### src/verilog/lbs_pkg.sv
// shared constants of the led blink and status register bank
// assumes a 50 MHz system clock and a byte-wide register port
package lbs_pkg;
    localparam int CLK_PERIOD_NS  = 20;
    localparam int TICK_PERIOD_NS = 1_000_000;
    localparam int TICK_CYCLES    = TICK_PERIOD_NS / CLK_PERIOD_NS;
    localparam int NUM_CH         = 3;
    localparam int NUM_FAULT      = 5;
    localparam int CUR_W          = 5;
    localparam int MS_W           = 14;

    localparam logic [2:0][7:0] ADDR_CURRENT = {8'h0f, 8'h0e, 8'h0d};
    localparam logic [2:0][7:0] ADDR_BLINK   = {8'h19, 8'h18, 8'h17};
    localparam logic [7:0] ADDR_SUPPLY     = 8'h1d;
    localparam logic [7:0] ADDR_CH_STATUS  = 8'h2d;
    localparam logic [7:0] ADDR_SYS_STATUS = 8'h2e;
    localparam logic [7:0] ADDR_DIE_ID     = 8'h39;
    localparam logic [7:0] ADDR_REV_ID     = 8'h3a;
    localparam logic [7:0] REG_RESET       = 8'h00;

    localparam int BLINK_EN_BIT = 6;
    localparam int OFF_LSB      = 3;
    localparam int ON_LSB       = 0;
    localparam int SUP_LSB      = 2;
    localparam int DIODE_BIT    = 2;
    localparam int THERM_BIT    = 1;
    localparam int OVERVOLT_BIT = 0;

    // phase lengths in ms
    localparam int ON_MS_00  = 256;
    localparam int ON_MS_01  = 512;
    localparam int ON_MS_10  = 1024;
    localparam int ON_MS_11  = 2048;
    localparam int OFF_MS_00 = 1024;
    localparam int OFF_MS_01 = 2048;
    localparam int OFF_MS_10 = 4096;
    localparam int OFF_MS_11 = 8192;

    function automatic logic [MS_W-1:0] on_ms(input logic [1:0] code);
        unique case (code)
            2'h0: return MS_W'(ON_MS_00);
            2'h1: return MS_W'(ON_MS_01);
            2'h2: return MS_W'(ON_MS_10);
            2'h3: return MS_W'(ON_MS_11);
        endcase
    endfunction

    function automatic logic [MS_W-1:0] off_ms(input logic [1:0] code);
        unique case (code)
            2'h0: return MS_W'(OFF_MS_00);
            2'h1: return MS_W'(OFF_MS_01);
            2'h2: return MS_W'(OFF_MS_10);
            2'h3: return MS_W'(OFF_MS_11);
        endcase
    endfunction
endpackage

### src/verilog/lbs_if.sv
// carriers between the register bank and its blink timers and status unit
// assumes all members are on the system clock
interface lbs_blink_if;
    logic       enable;
    logic [1:0] on_code;
    logic [1:0] off_code;
    logic       tick;
    logic       light;
    modport ctrl  (output enable, on_code, off_code, tick, input light);
    modport timer (input enable, on_code, off_code, tick, output light);
endinterface

interface lbs_stat_if;
    logic       rd_clear;
    logic [4:0] string_fault;
    logic       diode_missing;
    logic       thermal_flag;
    logic       overvoltage_flag;
    modport ctrl (output rd_clear,
                  input string_fault, diode_missing,
                  input thermal_flag, overvoltage_flag);
    modport stat (input rd_clear,
                  output string_fault, diode_missing,
                  output thermal_flag, overvoltage_flag);
endinterface

### src/verilog/lbs_blink_timer.sv
// one channel's blink on/off phase timer
// assumes a one-cycle ms tick from the bank's divider
module lbs_blink_timer (
    input  wire logic    i_clk_sys,
    input  wire logic    i_sys_rst,
    lbs_blink_if.timer   bl
);
    logic [lbs_pkg::MS_W-1:0] ms_count;
    logic [lbs_pkg::MS_W-1:0] phase_len;

    // a shortened code mid-phase ends the phase on the next ms tick, never wraps
    assign phase_len = bl.light ? lbs_pkg::on_ms(bl.on_code)
                                : lbs_pkg::off_ms(bl.off_code);

    always_ff @(posedge i_clk_sys) begin
        if (i_sys_rst || !bl.enable) begin
            bl.light <= 1'b1;
            ms_count <= '0;
        end else if (bl.tick) begin
            if (ms_count >= phase_len - 1'b1) begin
                bl.light <= ~bl.light;
                ms_count <= '0;
            end else begin
                ms_count <= ms_count + 1'b1;
            end
        end
    end
endmodule

### src/verilog/lbs_fault_status.sv
// fault input synchronisers, live faults and sticky event flags
// assumes fault detector levels are asynchronous to the system clock
module lbs_fault_status (
    input  wire logic       i_clk_sys,
    input  wire logic       i_sys_rst,
    input  wire logic [4:0] i_string_fault,
    input  wire logic       i_diode_missing,
    input  wire logic       i_thermal_trip,
    input  wire logic       i_overvoltage,
    lbs_stat_if.stat        st
);
    logic [7:0] sync1;
    logic [7:0] sync2;
    logic [1:0] last_evt;
    logic [1:0] evt;
    logic [1:0] sticky;

    always_ff @(posedge i_clk_sys) begin
        if (i_sys_rst) begin
            sync1    <= '0;
            sync2    <= '0;
            last_evt <= '0;
        end else begin
            sync1    <= {i_overvoltage, i_thermal_trip,
                         i_diode_missing, i_string_fault};
            sync2    <= sync1;
            last_evt <= sync2[7:6];
        end
    end

    assign st.string_fault  = sync2[4:0];
    assign st.diode_missing = sync2[5];

    // entry into the protective state is the event, not the level
    for (genvar k = 0; k < 2; k++) begin : g_sticky
        assign evt[k] = sync2[6+k] & ~last_evt[k];
        always_ff @(posedge i_clk_sys) begin
            if (i_sys_rst) begin
                sticky[k] <= 1'b0;
            end else begin
                sticky[k] <= evt[k] | (sticky[k] & ~st.rd_clear);
            end
        end
    end

    assign st.thermal_flag     = sticky[0];
    assign st.overvoltage_flag = sticky[1];
endmodule

### src/verilog/lbs_reg_bank.sv
// register bank for the low-current channels: current, blink, supply,
// fault status and identification
// assumes the serial engine gives one-cycle read and write strobes
// with address and data valid in the same cycle
module lbs_reg_bank #(
    parameter int         TICK_CYCLES = lbs_pkg::TICK_CYCLES,
    parameter logic [7:0] DIE_ID      = 8'h42, // arbitrary value
    parameter logic [7:0] REV_ID      = 8'h31  // arbitrary value
) (
    input  wire logic            i_clk_sys,
    input  wire logic            i_sys_rst,
    input  wire logic [7:0]      i_reg_addr,
    input  wire logic [7:0]      i_reg_wdata,
    input  wire logic            i_reg_wr,
    input  wire logic            i_reg_rd,
    output logic      [7:0]      o_reg_rdata,
    input  wire logic [4:0]      i_string_fault,
    input  wire logic            i_diode_missing,
    input  wire logic            i_thermal_trip,
    input  wire logic            i_overvoltage,
    output logic      [2:0][4:0] o_sink_current_code,
    output logic      [2:0]      o_blink_enable,
    output logic      [2:0][1:0] o_blink_on_time,
    output logic      [2:0][1:0] o_blink_off_time,
    output logic      [2:0]      o_blink_light,
    output logic      [2:0]      o_supply_select
);
    localparam int N = lbs_pkg::NUM_CH;

    logic [15:0] tick_cnt;
    logic        tick;
    logic [7:0]  next_rdata;
    logic [2:0]  supply;

    lbs_stat_if st ();

    function automatic logic addr_hit(input logic [7:0] a,
                                      input logic [7:0] b);
        return a == b;
    endfunction

    function automatic logic is_mapped(input logic [7:0] a);
        logic hit;
        hit = 1'b0;
        for (int c = 0; c < N; c++) begin
            hit = hit | addr_hit(a, lbs_pkg::ADDR_CURRENT[c]) |
                  addr_hit(a, lbs_pkg::ADDR_BLINK[c]);
        end
        return hit | addr_hit(a, lbs_pkg::ADDR_SUPPLY) |
               addr_hit(a, lbs_pkg::ADDR_CH_STATUS) |
               addr_hit(a, lbs_pkg::ADDR_SYS_STATUS) |
               addr_hit(a, lbs_pkg::ADDR_DIE_ID) |
               addr_hit(a, lbs_pkg::ADDR_REV_ID);
    endfunction

    // ms tick; a divider keeps the per-channel counters narrow
    always_ff @(posedge i_clk_sys) begin
        if (i_sys_rst) begin
            tick_cnt <= '0;
            tick     <= 1'b0;
        end else if (tick_cnt == 16'(TICK_CYCLES - 1)) begin
            tick_cnt <= '0;
            tick     <= 1'b1;
        end else begin
            tick_cnt <= tick_cnt + 1'b1;
            tick     <= 1'b0;
        end
    end

    // all three channels live here, each with current, blink and timer; supply select is one shared register below
    for (genvar i = 0; i < N; i++) begin : g_ch
        logic [4:0] cur;
        logic       blink_en;
        logic [1:0] on_code;
        logic [1:0] off_code;

        always_ff @(posedge i_clk_sys) begin
            if (i_sys_rst) begin
                cur <= lbs_pkg::REG_RESET[4:0];
            end else if (i_reg_wr &&
                         addr_hit(i_reg_addr, lbs_pkg::ADDR_CURRENT[i])) begin
                cur <= i_reg_wdata[lbs_pkg::CUR_W-1:0];
            end
        end

        always_ff @(posedge i_clk_sys) begin
            if (i_sys_rst) begin
                blink_en <= 1'b0;
                on_code  <= 2'h0;
                off_code <= 2'h0;
            end else if (i_reg_wr &&
                         addr_hit(i_reg_addr, lbs_pkg::ADDR_BLINK[i])) begin
                blink_en <= i_reg_wdata[lbs_pkg::BLINK_EN_BIT];
                off_code <= i_reg_wdata[lbs_pkg::OFF_LSB +: 2];
                on_code  <= i_reg_wdata[lbs_pkg::ON_LSB +: 2];
            end
        end

        assign o_sink_current_code[i] = cur;
        assign o_blink_enable[i]      = blink_en;
        assign o_blink_on_time[i]     = on_code;
        assign o_blink_off_time[i]    = off_code;

        lbs_blink_if bl ();
        assign bl.enable   = blink_en;
        assign bl.on_code  = on_code;
        assign bl.off_code = off_code;
        assign bl.tick     = tick;
        assign o_blink_light[i] = bl.light;

        lbs_blink_timer u_timer (
            .i_clk_sys (i_clk_sys),
            .i_sys_rst (i_sys_rst),
            .bl        (bl.timer)
        );

    end

    always_ff @(posedge i_clk_sys) begin
        if (i_sys_rst) begin
            supply <= lbs_pkg::REG_RESET[2:0];
        end else if (i_reg_wr &&
                     addr_hit(i_reg_addr, lbs_pkg::ADDR_SUPPLY)) begin
            supply <= i_reg_wdata[lbs_pkg::SUP_LSB +: N];
        end
    end

    // 1 = alternate supply, the converter loop ignores that channel
    assign o_supply_select = supply;

    lbs_fault_status u_status (
        .i_clk_sys       (i_clk_sys),
        .i_sys_rst       (i_sys_rst),
        .i_string_fault  (i_string_fault),
        .i_diode_missing (i_diode_missing),
        .i_thermal_trip  (i_thermal_trip),
        .i_overvoltage   (i_overvoltage),
        .st              (st.stat)
    );

    // the read strobe of status two is also its clear
    assign st.rd_clear = i_reg_rd &&
                         addr_hit(i_reg_addr, lbs_pkg::ADDR_SYS_STATUS);

    always_comb begin
        next_rdata = 8'h00;
        for (int c = 0; c < N; c++) begin
            if (addr_hit(i_reg_addr, lbs_pkg::ADDR_CURRENT[c])) begin
                next_rdata[4:0] = o_sink_current_code[c];
            end
            if (addr_hit(i_reg_addr, lbs_pkg::ADDR_BLINK[c])) begin
                next_rdata[lbs_pkg::BLINK_EN_BIT] = o_blink_enable[c];
                next_rdata[lbs_pkg::OFF_LSB +: 2] = o_blink_off_time[c];
                next_rdata[lbs_pkg::ON_LSB +: 2]  = o_blink_on_time[c];
            end
        end
        if (addr_hit(i_reg_addr, lbs_pkg::ADDR_SUPPLY)) begin
            next_rdata[lbs_pkg::SUP_LSB +: N] = supply;
        end
        if (addr_hit(i_reg_addr, lbs_pkg::ADDR_CH_STATUS)) begin
            next_rdata[lbs_pkg::NUM_FAULT-1:0] = st.string_fault;
        end
        if (addr_hit(i_reg_addr, lbs_pkg::ADDR_SYS_STATUS)) begin
            next_rdata[lbs_pkg::DIODE_BIT] = st.diode_missing;
            next_rdata[lbs_pkg::THERM_BIT] = st.thermal_flag;
            next_rdata[lbs_pkg::OVERVOLT_BIT] = st.overvoltage_flag;
        end
        if (addr_hit(i_reg_addr, lbs_pkg::ADDR_DIE_ID)) begin
            next_rdata = DIE_ID;
        end
        if (addr_hit(i_reg_addr, lbs_pkg::ADDR_REV_ID)) begin
            next_rdata = REV_ID;
        end
    end

    // read data holds until the next read strobe
    always_ff @(posedge i_clk_sys) begin
        if (i_sys_rst) begin
            o_reg_rdata <= 8'h00;
        end else if (i_reg_rd) begin
            o_reg_rdata <= next_rdata;
        end
    end
endmodule

### config.mk
export PLATFORM = sky130hd
export DESIGN_NAME = lbs_reg_bank
export DESIGN_NICKNAME = d
export VERILOG_FILES = /design/src/verilog/lbs_pkg.sv /design/src/verilog/lbs_if.sv /design/src/verilog/lbs_blink_timer.sv /design/src/verilog/lbs_fault_status.sv /design/src/verilog/lbs_reg_bank.sv
export SDC_FILE = /design/constraint.sdc
export NUM_CORES = 1
export LEC_CHECK = 0
export BUFFER_PORTS_ARGS = -buffer_cell sky130_fd_sc_hd__buf_2
export CAP_MARGIN = 20
export CORE_MARGIN = 8
export CORE_UTILIZATION = 40
export CTS_BUF_LIST = sky130_fd_sc_hd__clkbuf_4 sky130_fd_sc_hd__clkbuf_8 sky130_fd_sc_hd__clkbuf_16
export DETAILED_ROUTE_END_ITERATION = 10
export GPL_TIMING_DRIVEN = 0
export HOLD_SLACK_MARGIN = 0.1
export PLACE_DENSITY_LB_ADDON = 0.3
export SYNTH_ARGS = -nofsm -noshare
export SYNTH_HDL_FRONTEND = slang
export SYNTH_SLANG_ARGS = --single-unit
### constraint.sdc
create_clock -name i_clk_sys -period 3.5 [get_ports i_clk_sys]
set_input_delay 0.175 -clock i_clk_sys [delete_from_list [all_inputs] [get_ports i_clk_sys]]
set_output_delay 0.175 -clock i_clk_sys [all_outputs]
set_load 0.05 [all_outputs]
; Word level (Yosys, flattened, before mapping)
; Cells that the tools add are included.
[totals]
register_bits = 123
inputBits = 28
out_inout_bits = 44
wordCells = 133
[op_classes]
addsub = 7
order_cmp = 3
n_eq_ne = 30
muxes = 30
n_bitwise = 12
reduce_logical = 24
[ops]
columns = cell, count
row1 = $pmux W14 S4, 6
row2 = $mux W14, 6
row3 = $add A14 B1 Y14 const B, 3
row4 = $ge A14 B14 Y1, 3
row5 = $sub A14 B1 Y14 const B, 3
row6 = $eq A8 B5 Y1 const B, 4
row7 = $eq A8 B6 Y1 const B, 4
row8 = $eq A2 B2 Y1 const B, 12
row9 = $eq A8 B4 Y1 const B, 3
row10 = $mux W5, 4
row11 = $add A16 B1 Y16 const B, 1
row12 = $eq A16 B16 Y1 const B, 1
row13 = $eq A2 B1 Y1 const B, 6
row14 = $logic_not A2 Y1, 6
row15 = $mux W2, 6
row16 = $logic_and A1 B1 Y1, 8
row17 = $mux W8, 1
row18 = $mux W7, 1
row19 = $mux W3, 2
row20 = $not A1 Y1, 6
row21 = $reduce_and A2 Y1, 3
row22 = $and A1 B1 Y1, 4
row23 = $mux W1, 4
row24 = $logic_not A1 Y1, 3
row25 = other kinds (3), 6

; Logic depth before layout (Yosys ltp)
[depth]
depth_word = 12
mapped_depth = 10
ltp_nobuf = 9

; Hierarchy
; From an unflattened synthesis, not the netlist that was laid out.
[unflattened]
hier_cells = 713
area_unflattened_um2 = 6261.0
[modules_own_cells]
columns = mod, instances, cells_per_inst, area_each_um2, seq_area_each_um2
row1 = lbs_reg_bank, 1, 347, 2902.8, 1141.1
row2 = lbs_blink_timer, 3, 105, 895.9, 300.3
row3 = lbs_fault_status, 1, 51, 670.6, 400.4

; Least setup slack after synthesis
; OpenSTA, ideal clock, no wires.
[synth_path]
path_kind = reg2reg
startpoint = register g_ch[2].off_code[1]
endpoint = register g_ch[2].u_timer.ms_count[10] in the netlist's numbering
setup_ns = 0.065
arrival_time_ns = 2.637
t_required_ns = 3.435
path_slack_ns = 0.798
path_stages_with_launch = 10
path_buffers = 1
synth_period_minus_slack_ns = 2.702
path_cell_list = dfxtp_1 -> nand2b_1 -> or2_2 -> ha_1 -> a21o_1 -> a21o_1 -> a2111oi_0 -> o21ai_0 -> clkbuf_1 -> nor2_1
[synth_via]
elab_chain_cells = 6
word_cells_on_any_way = 9
cone_classes = add/sub (1) / order compare (1) / eq/ne (3) / mux (3) / reduce/logical (1)
[synth_lines]
columns = element, line
row1 = from (decl), lbs_reg_bank.sv:75  ; logic [1:0] off_code;
row2 = from (signal assigned), lbs_reg_bank.sv:94  ; off_code <= i_reg_wdata[lbs_pkg::OFF_LSB +: 2];
row3 = "$eq A2 B2 Y1, or another cell as far along", --
row4 = $pmux W14 S4 *, lbs_pkg.sv:49  ; unique case (code)
row5 = $mux W14 *, lbs_blink_timer.sv:12  ; assign phase_len = bl.light ? lbs_pkg::on_ms(bl.on_code)
row6 = $sub A14 B1 Y14 *, lbs_blink_timer.sv:20  ; if (ms_count >= phase_len - 1'b1) begin
row7 = $ge A14 B14 Y1 *, lbs_blink_timer.sv:20
row8 = $mux W14 *, lbs_blink_timer.sv:20
row9 = to (signal assigned), lbs_blink_timer.sv:24  ; ms_count <= ms_count + 1'b1;
row10 = to (decl), lbs_blink_timer.sv:8  ; logic [lbs_pkg::MS_W-1:0] ms_count;
; Every way passes the cells marked *; elsewhere a longest branch is shown, timed or not. The select of a mux whose other input is x is not followed.
; A chain may end at the register's enable or synchronous reset.

; Worst setup path after layout
[layout_path]
startpoint = register g_ch[2].u_timer.bl.light
endpoint = register g_ch[2].u_timer.ms_count[4] in the netlist's numbering
[layout_via]
elab_chain_cells = 4
[layout_lines]
columns = element, line
row1 = from (decl), lbs_if.sv:10  ; modport timer (input enable, on_code, off_code, tick, output light);
row2 = from (signal assigned), lbs_blink_timer.sv:21  ; bl.light <= ~bl.light;
row3 = $mux W14, lbs_blink_timer.sv:12
row4 = $sub A14 B1 Y14, lbs_blink_timer.sv:20
row5 = $ge A14 B14 Y1, lbs_blink_timer.sv:20
row6 = $mux W14, lbs_blink_timer.sv:20
; No other way between the ends.

==> out/metrics.csv <==
stage;metric;value;unit
status;outcome;complete, no violations;
sta;tightest_slew;1.00;ns
grt;grt_max_degree;17;
pwr;leakage;2.84;nW
yosys;syn_inst;673;
grt;grt_overflow;0;
floorplan;core_area;14400;um^2
cells_and_area;layout.nets;821;
yosys;synth_edf_count;0;
detailed_routing;ant_nets;0;
clocking;htree_levels;4;
grt;grt_usage;0.174;
yosys;ys_seq_area_frac;0.417;
sta;slew_violations;0;
yosys;synth_seq_cells;122;
placed_design;io_buffers;63;
detailed_routing;routedWlPerCell;16.2;um
clocking;clockBufferDepth;2;
yosys;synth.distinct_cells;66;
yosys;synth_top_family_by_area;simple AND/OR/NAND/NOR gates;
critical_path;cp_max_fo;10;
yosys;syn-cell-area;5860;um^2
hold_path;hp-class;in -> reg;
yosys;synth_xor_area_frac;0.0762;
floorplan;fp.dieW;137;um
sta;period_share;0.804;
clocking;root_buffer;clkbuf_16;
grt;antenna_found_initial;0;
floorplan;die_area;18800;um^2
detailed_routing;remaining_drc_errors;0;
detailed_routing;drt-total-wl;15700;um
yosys;synthTopCellsByArea;dfxtp_1 (42%), nor2_1 (7.1%), xor2_1 (5.5%), ha_1 (4.7%), mux2i_1 (3.9%);
floorplan;die_y;137;um
yosys;avgSynthCellArea;8.71;um^2
clocking;clock_latency;0.42;ns
clocking;cts_buffers;17;
detailed_routing;dr_total_vias;5143;
detailed_routing;dr.pass1.iters;7;
floorplan;rows;44;
yosys;synthArstFlopShare;0;
sta;hold_violations;0;
sta;max_clock_freq;355;MHz
cells_and_area;diodes;0;
yosys;synthAdderAreaFrac;0.0470;
yosys;synth_compound_area_frac;0.108;
cells_and_area;final_common_cell;dfxtp_1;
cells_and_area;layout_common_cells;dfxtp_1 (122), nor2_1 (111), buf_2 (65);
cells_and_area;instances_no_fill;968;
critical_path;setup.worst_path.class;reg -> reg;
cells_and_area;synthToLayoutAreaGrowth;22.3;%
pwr;cellPowerDensity;472;nW/um^2
critical_path;cp.arrival;3.16;ns
grt;grt_pass1_wl;25900;um
placed_design;placedCellCount;922;
sta;period_needed;2.81;ns
critical_path;cp.required;3.85;ns
detailed_routing;avgViaCountPerCell;5.31;
detailed_routing;drt_iter0_drc;386;
cells_and_area;drive_above_1_share;0.154;
critical_path;crit_path_start_kind;register;
yosys;synth_simple_gate_area_frac;0.266;
yosys;yosysWarnings;0;
placed_design;gp_congestion;0.880;
yosys;synthMuxAreaShare;0.0412;
critical_path;worst_setup_path_end_kind;register;
placed_design;dp_hpwl;11700;um
clocking;post_cts_buffers;0;
flow_run;drv_cap;0;
clocking;cts_tree;done;
clocking;clk_pin_slew;0.06;ns
floorplan;start_util;0.406;
sta;finalClockSkew;0.00678;ns
yosys;yosysTopAreaCell;dfxtp_1;
floorplan;num_io_pins;72;
pwr;ir_worst_vdd;383;uV
grt;grt_pass1_vias;5122;
sta;rsz0062_at_grt;false;
sta;finalSetupViolCount;0;
clocking;cts.sinks;122;
sta;fin_setup_tns;0;ns
yosys;synth_top_area_share;0.417;
sta;relSlewSlack;0.322;
yosys;ys.flop_type;dfxtp_1;
==> where the power goes <==
group          switching [mW]  internal [mW]  total [mW]
clock network           0.694           1.13        1.82
registers             0.00721           1.40        1.41
logic                  0.0898         0.0562       0.146
total                   0.791           2.59        3.38
==> cell families (layout without fill, tap and decap cells) <==
group	after synthesis	after routing
and+or+nand+nor	310	310
DFF	122	122
AOI/OAI and AO/OA	95	95
xor gates and xnor gates	51	51
buffers and inverters	47	156
muxes	24	24
adders and majority gates	22	22
other	2	4
==> repair_timing <==
item / CTS / global route
hold endpoints to repair: 21 / 0
hold buffers: 14 / 0
endpoints found under the setup margin: 0 / 0
resized for setup: 0 / 0
==> registers in the layout, indices dropped and copies added, names as in the netlist <==
register / cells
u_status.st.overvoltage_flag: 1
u_status.sync2: 8
u_status.sync1: 8
o_reg_rdata: 7
g_ch.u_timer.ms_count: 42
g_ch.bl.on_code: 6
u_status.last_evt: 2
u_status.st.thermal_flag: 1
g_ch.bl.enable: 3
o_supply_select: 3
tick_cnt: 16
g_ch.u_timer.bl.light: 3
g_ch.bl.tick: 1
g_ch.cur: 15
g_ch.bl.off_code: 6
==> Yosys cell counts (3+ instances only) <==
cell,count
a211oi_1,3
a21o_1,6
a21oi_1,27
a22oi_1,3
a31oi_1,5
and2_1,3
and3_1,4
and4_1,6
and4b_1,3
buf_4,8
buf_6,5
clkbuf_1,18
dfxtp_1,122
ha_1,22
inv_1,13
mux2i_1,23
nand2_1,54
nand2b_1,4
nand3_1,35
nand3b_1,5
nand4_1,21
nor2_1,111
nor2b_1,33
nor3_1,9
nor4b_1,4
o2111ai_1,3
o21a_1,4
o21ai_0,17
o221ai_1,3
o22ai_1,3
xnor2_1,14
xor2_1,37
==> per-stage QoR <==
step	instance area, um^2	util	setup slack, ns	total power, mW	hold WS [ns]
after floorplan	5870	-	0.798	1.52	0.303
after global placement	6410	0.445	0.764	1.57	0.381
after detailed placement	6410	0.445	0.692	1.58	0.388
after CTS	7170	0.497	0.675	3.41	0.100
after global routing	7170	0.497	0.408	3.49	0.127
final	7170	0.497	0.687	3.38	0.121
==> worst max-delay path, cell delays in order, from the launching register on <==
cell	delay (ns)
dfxtp_1	0.36
nand2b_1	0.18
or2_2	0.28
ha_1	0.29
a21o_1	0.19
a21o_1	0.17
a2111oi_0	0.52
o21ai_0	0.29
clkbuf_1	0.29
nor2_1	0.17
==> cell type report <==
cell class	instances	area, um^2
sequential	122	2440
clock buffer	17	425
multi-input combinational	506	3170
timing repair buffer	77	455
clock inverter	15	191
buffer	34	209
fill	1389	7250
inverter	13	48.8
tap	184	230
==> worst paths after layout <==
| kind | to | start | depth (start not counted) | slack, ns |
|---|---|---|---|---|
| worst max-delay path | g_ch[2].u_timer.ms_count[4] | g_ch[2].u_timer.bl.light | 9 | 0.69 |
| worst max register to register | g_ch[2].u_timer.ms_count[4] | g_ch[2].u_timer.bl.light | 9 | 0.69 |
| worst min-delay path | g_ch[2].cur[4] | i_reg_wdata[4] | 3 | 0.12 |
| worst min register to register | u_status.sync2[6] | u_status.sync1[6] | 1 | 0.43 |
==> routing by layer <==
layer,vias up,GRT usage,share of wire
li1,2548,-,-
met1,2417,0.216,0.46
met2,152,0.280,0.47
met3,26,0.0441,0.054
met4,0,0.0754,0.023
met5,-,0,0
(Power assumes the default switching activity.)
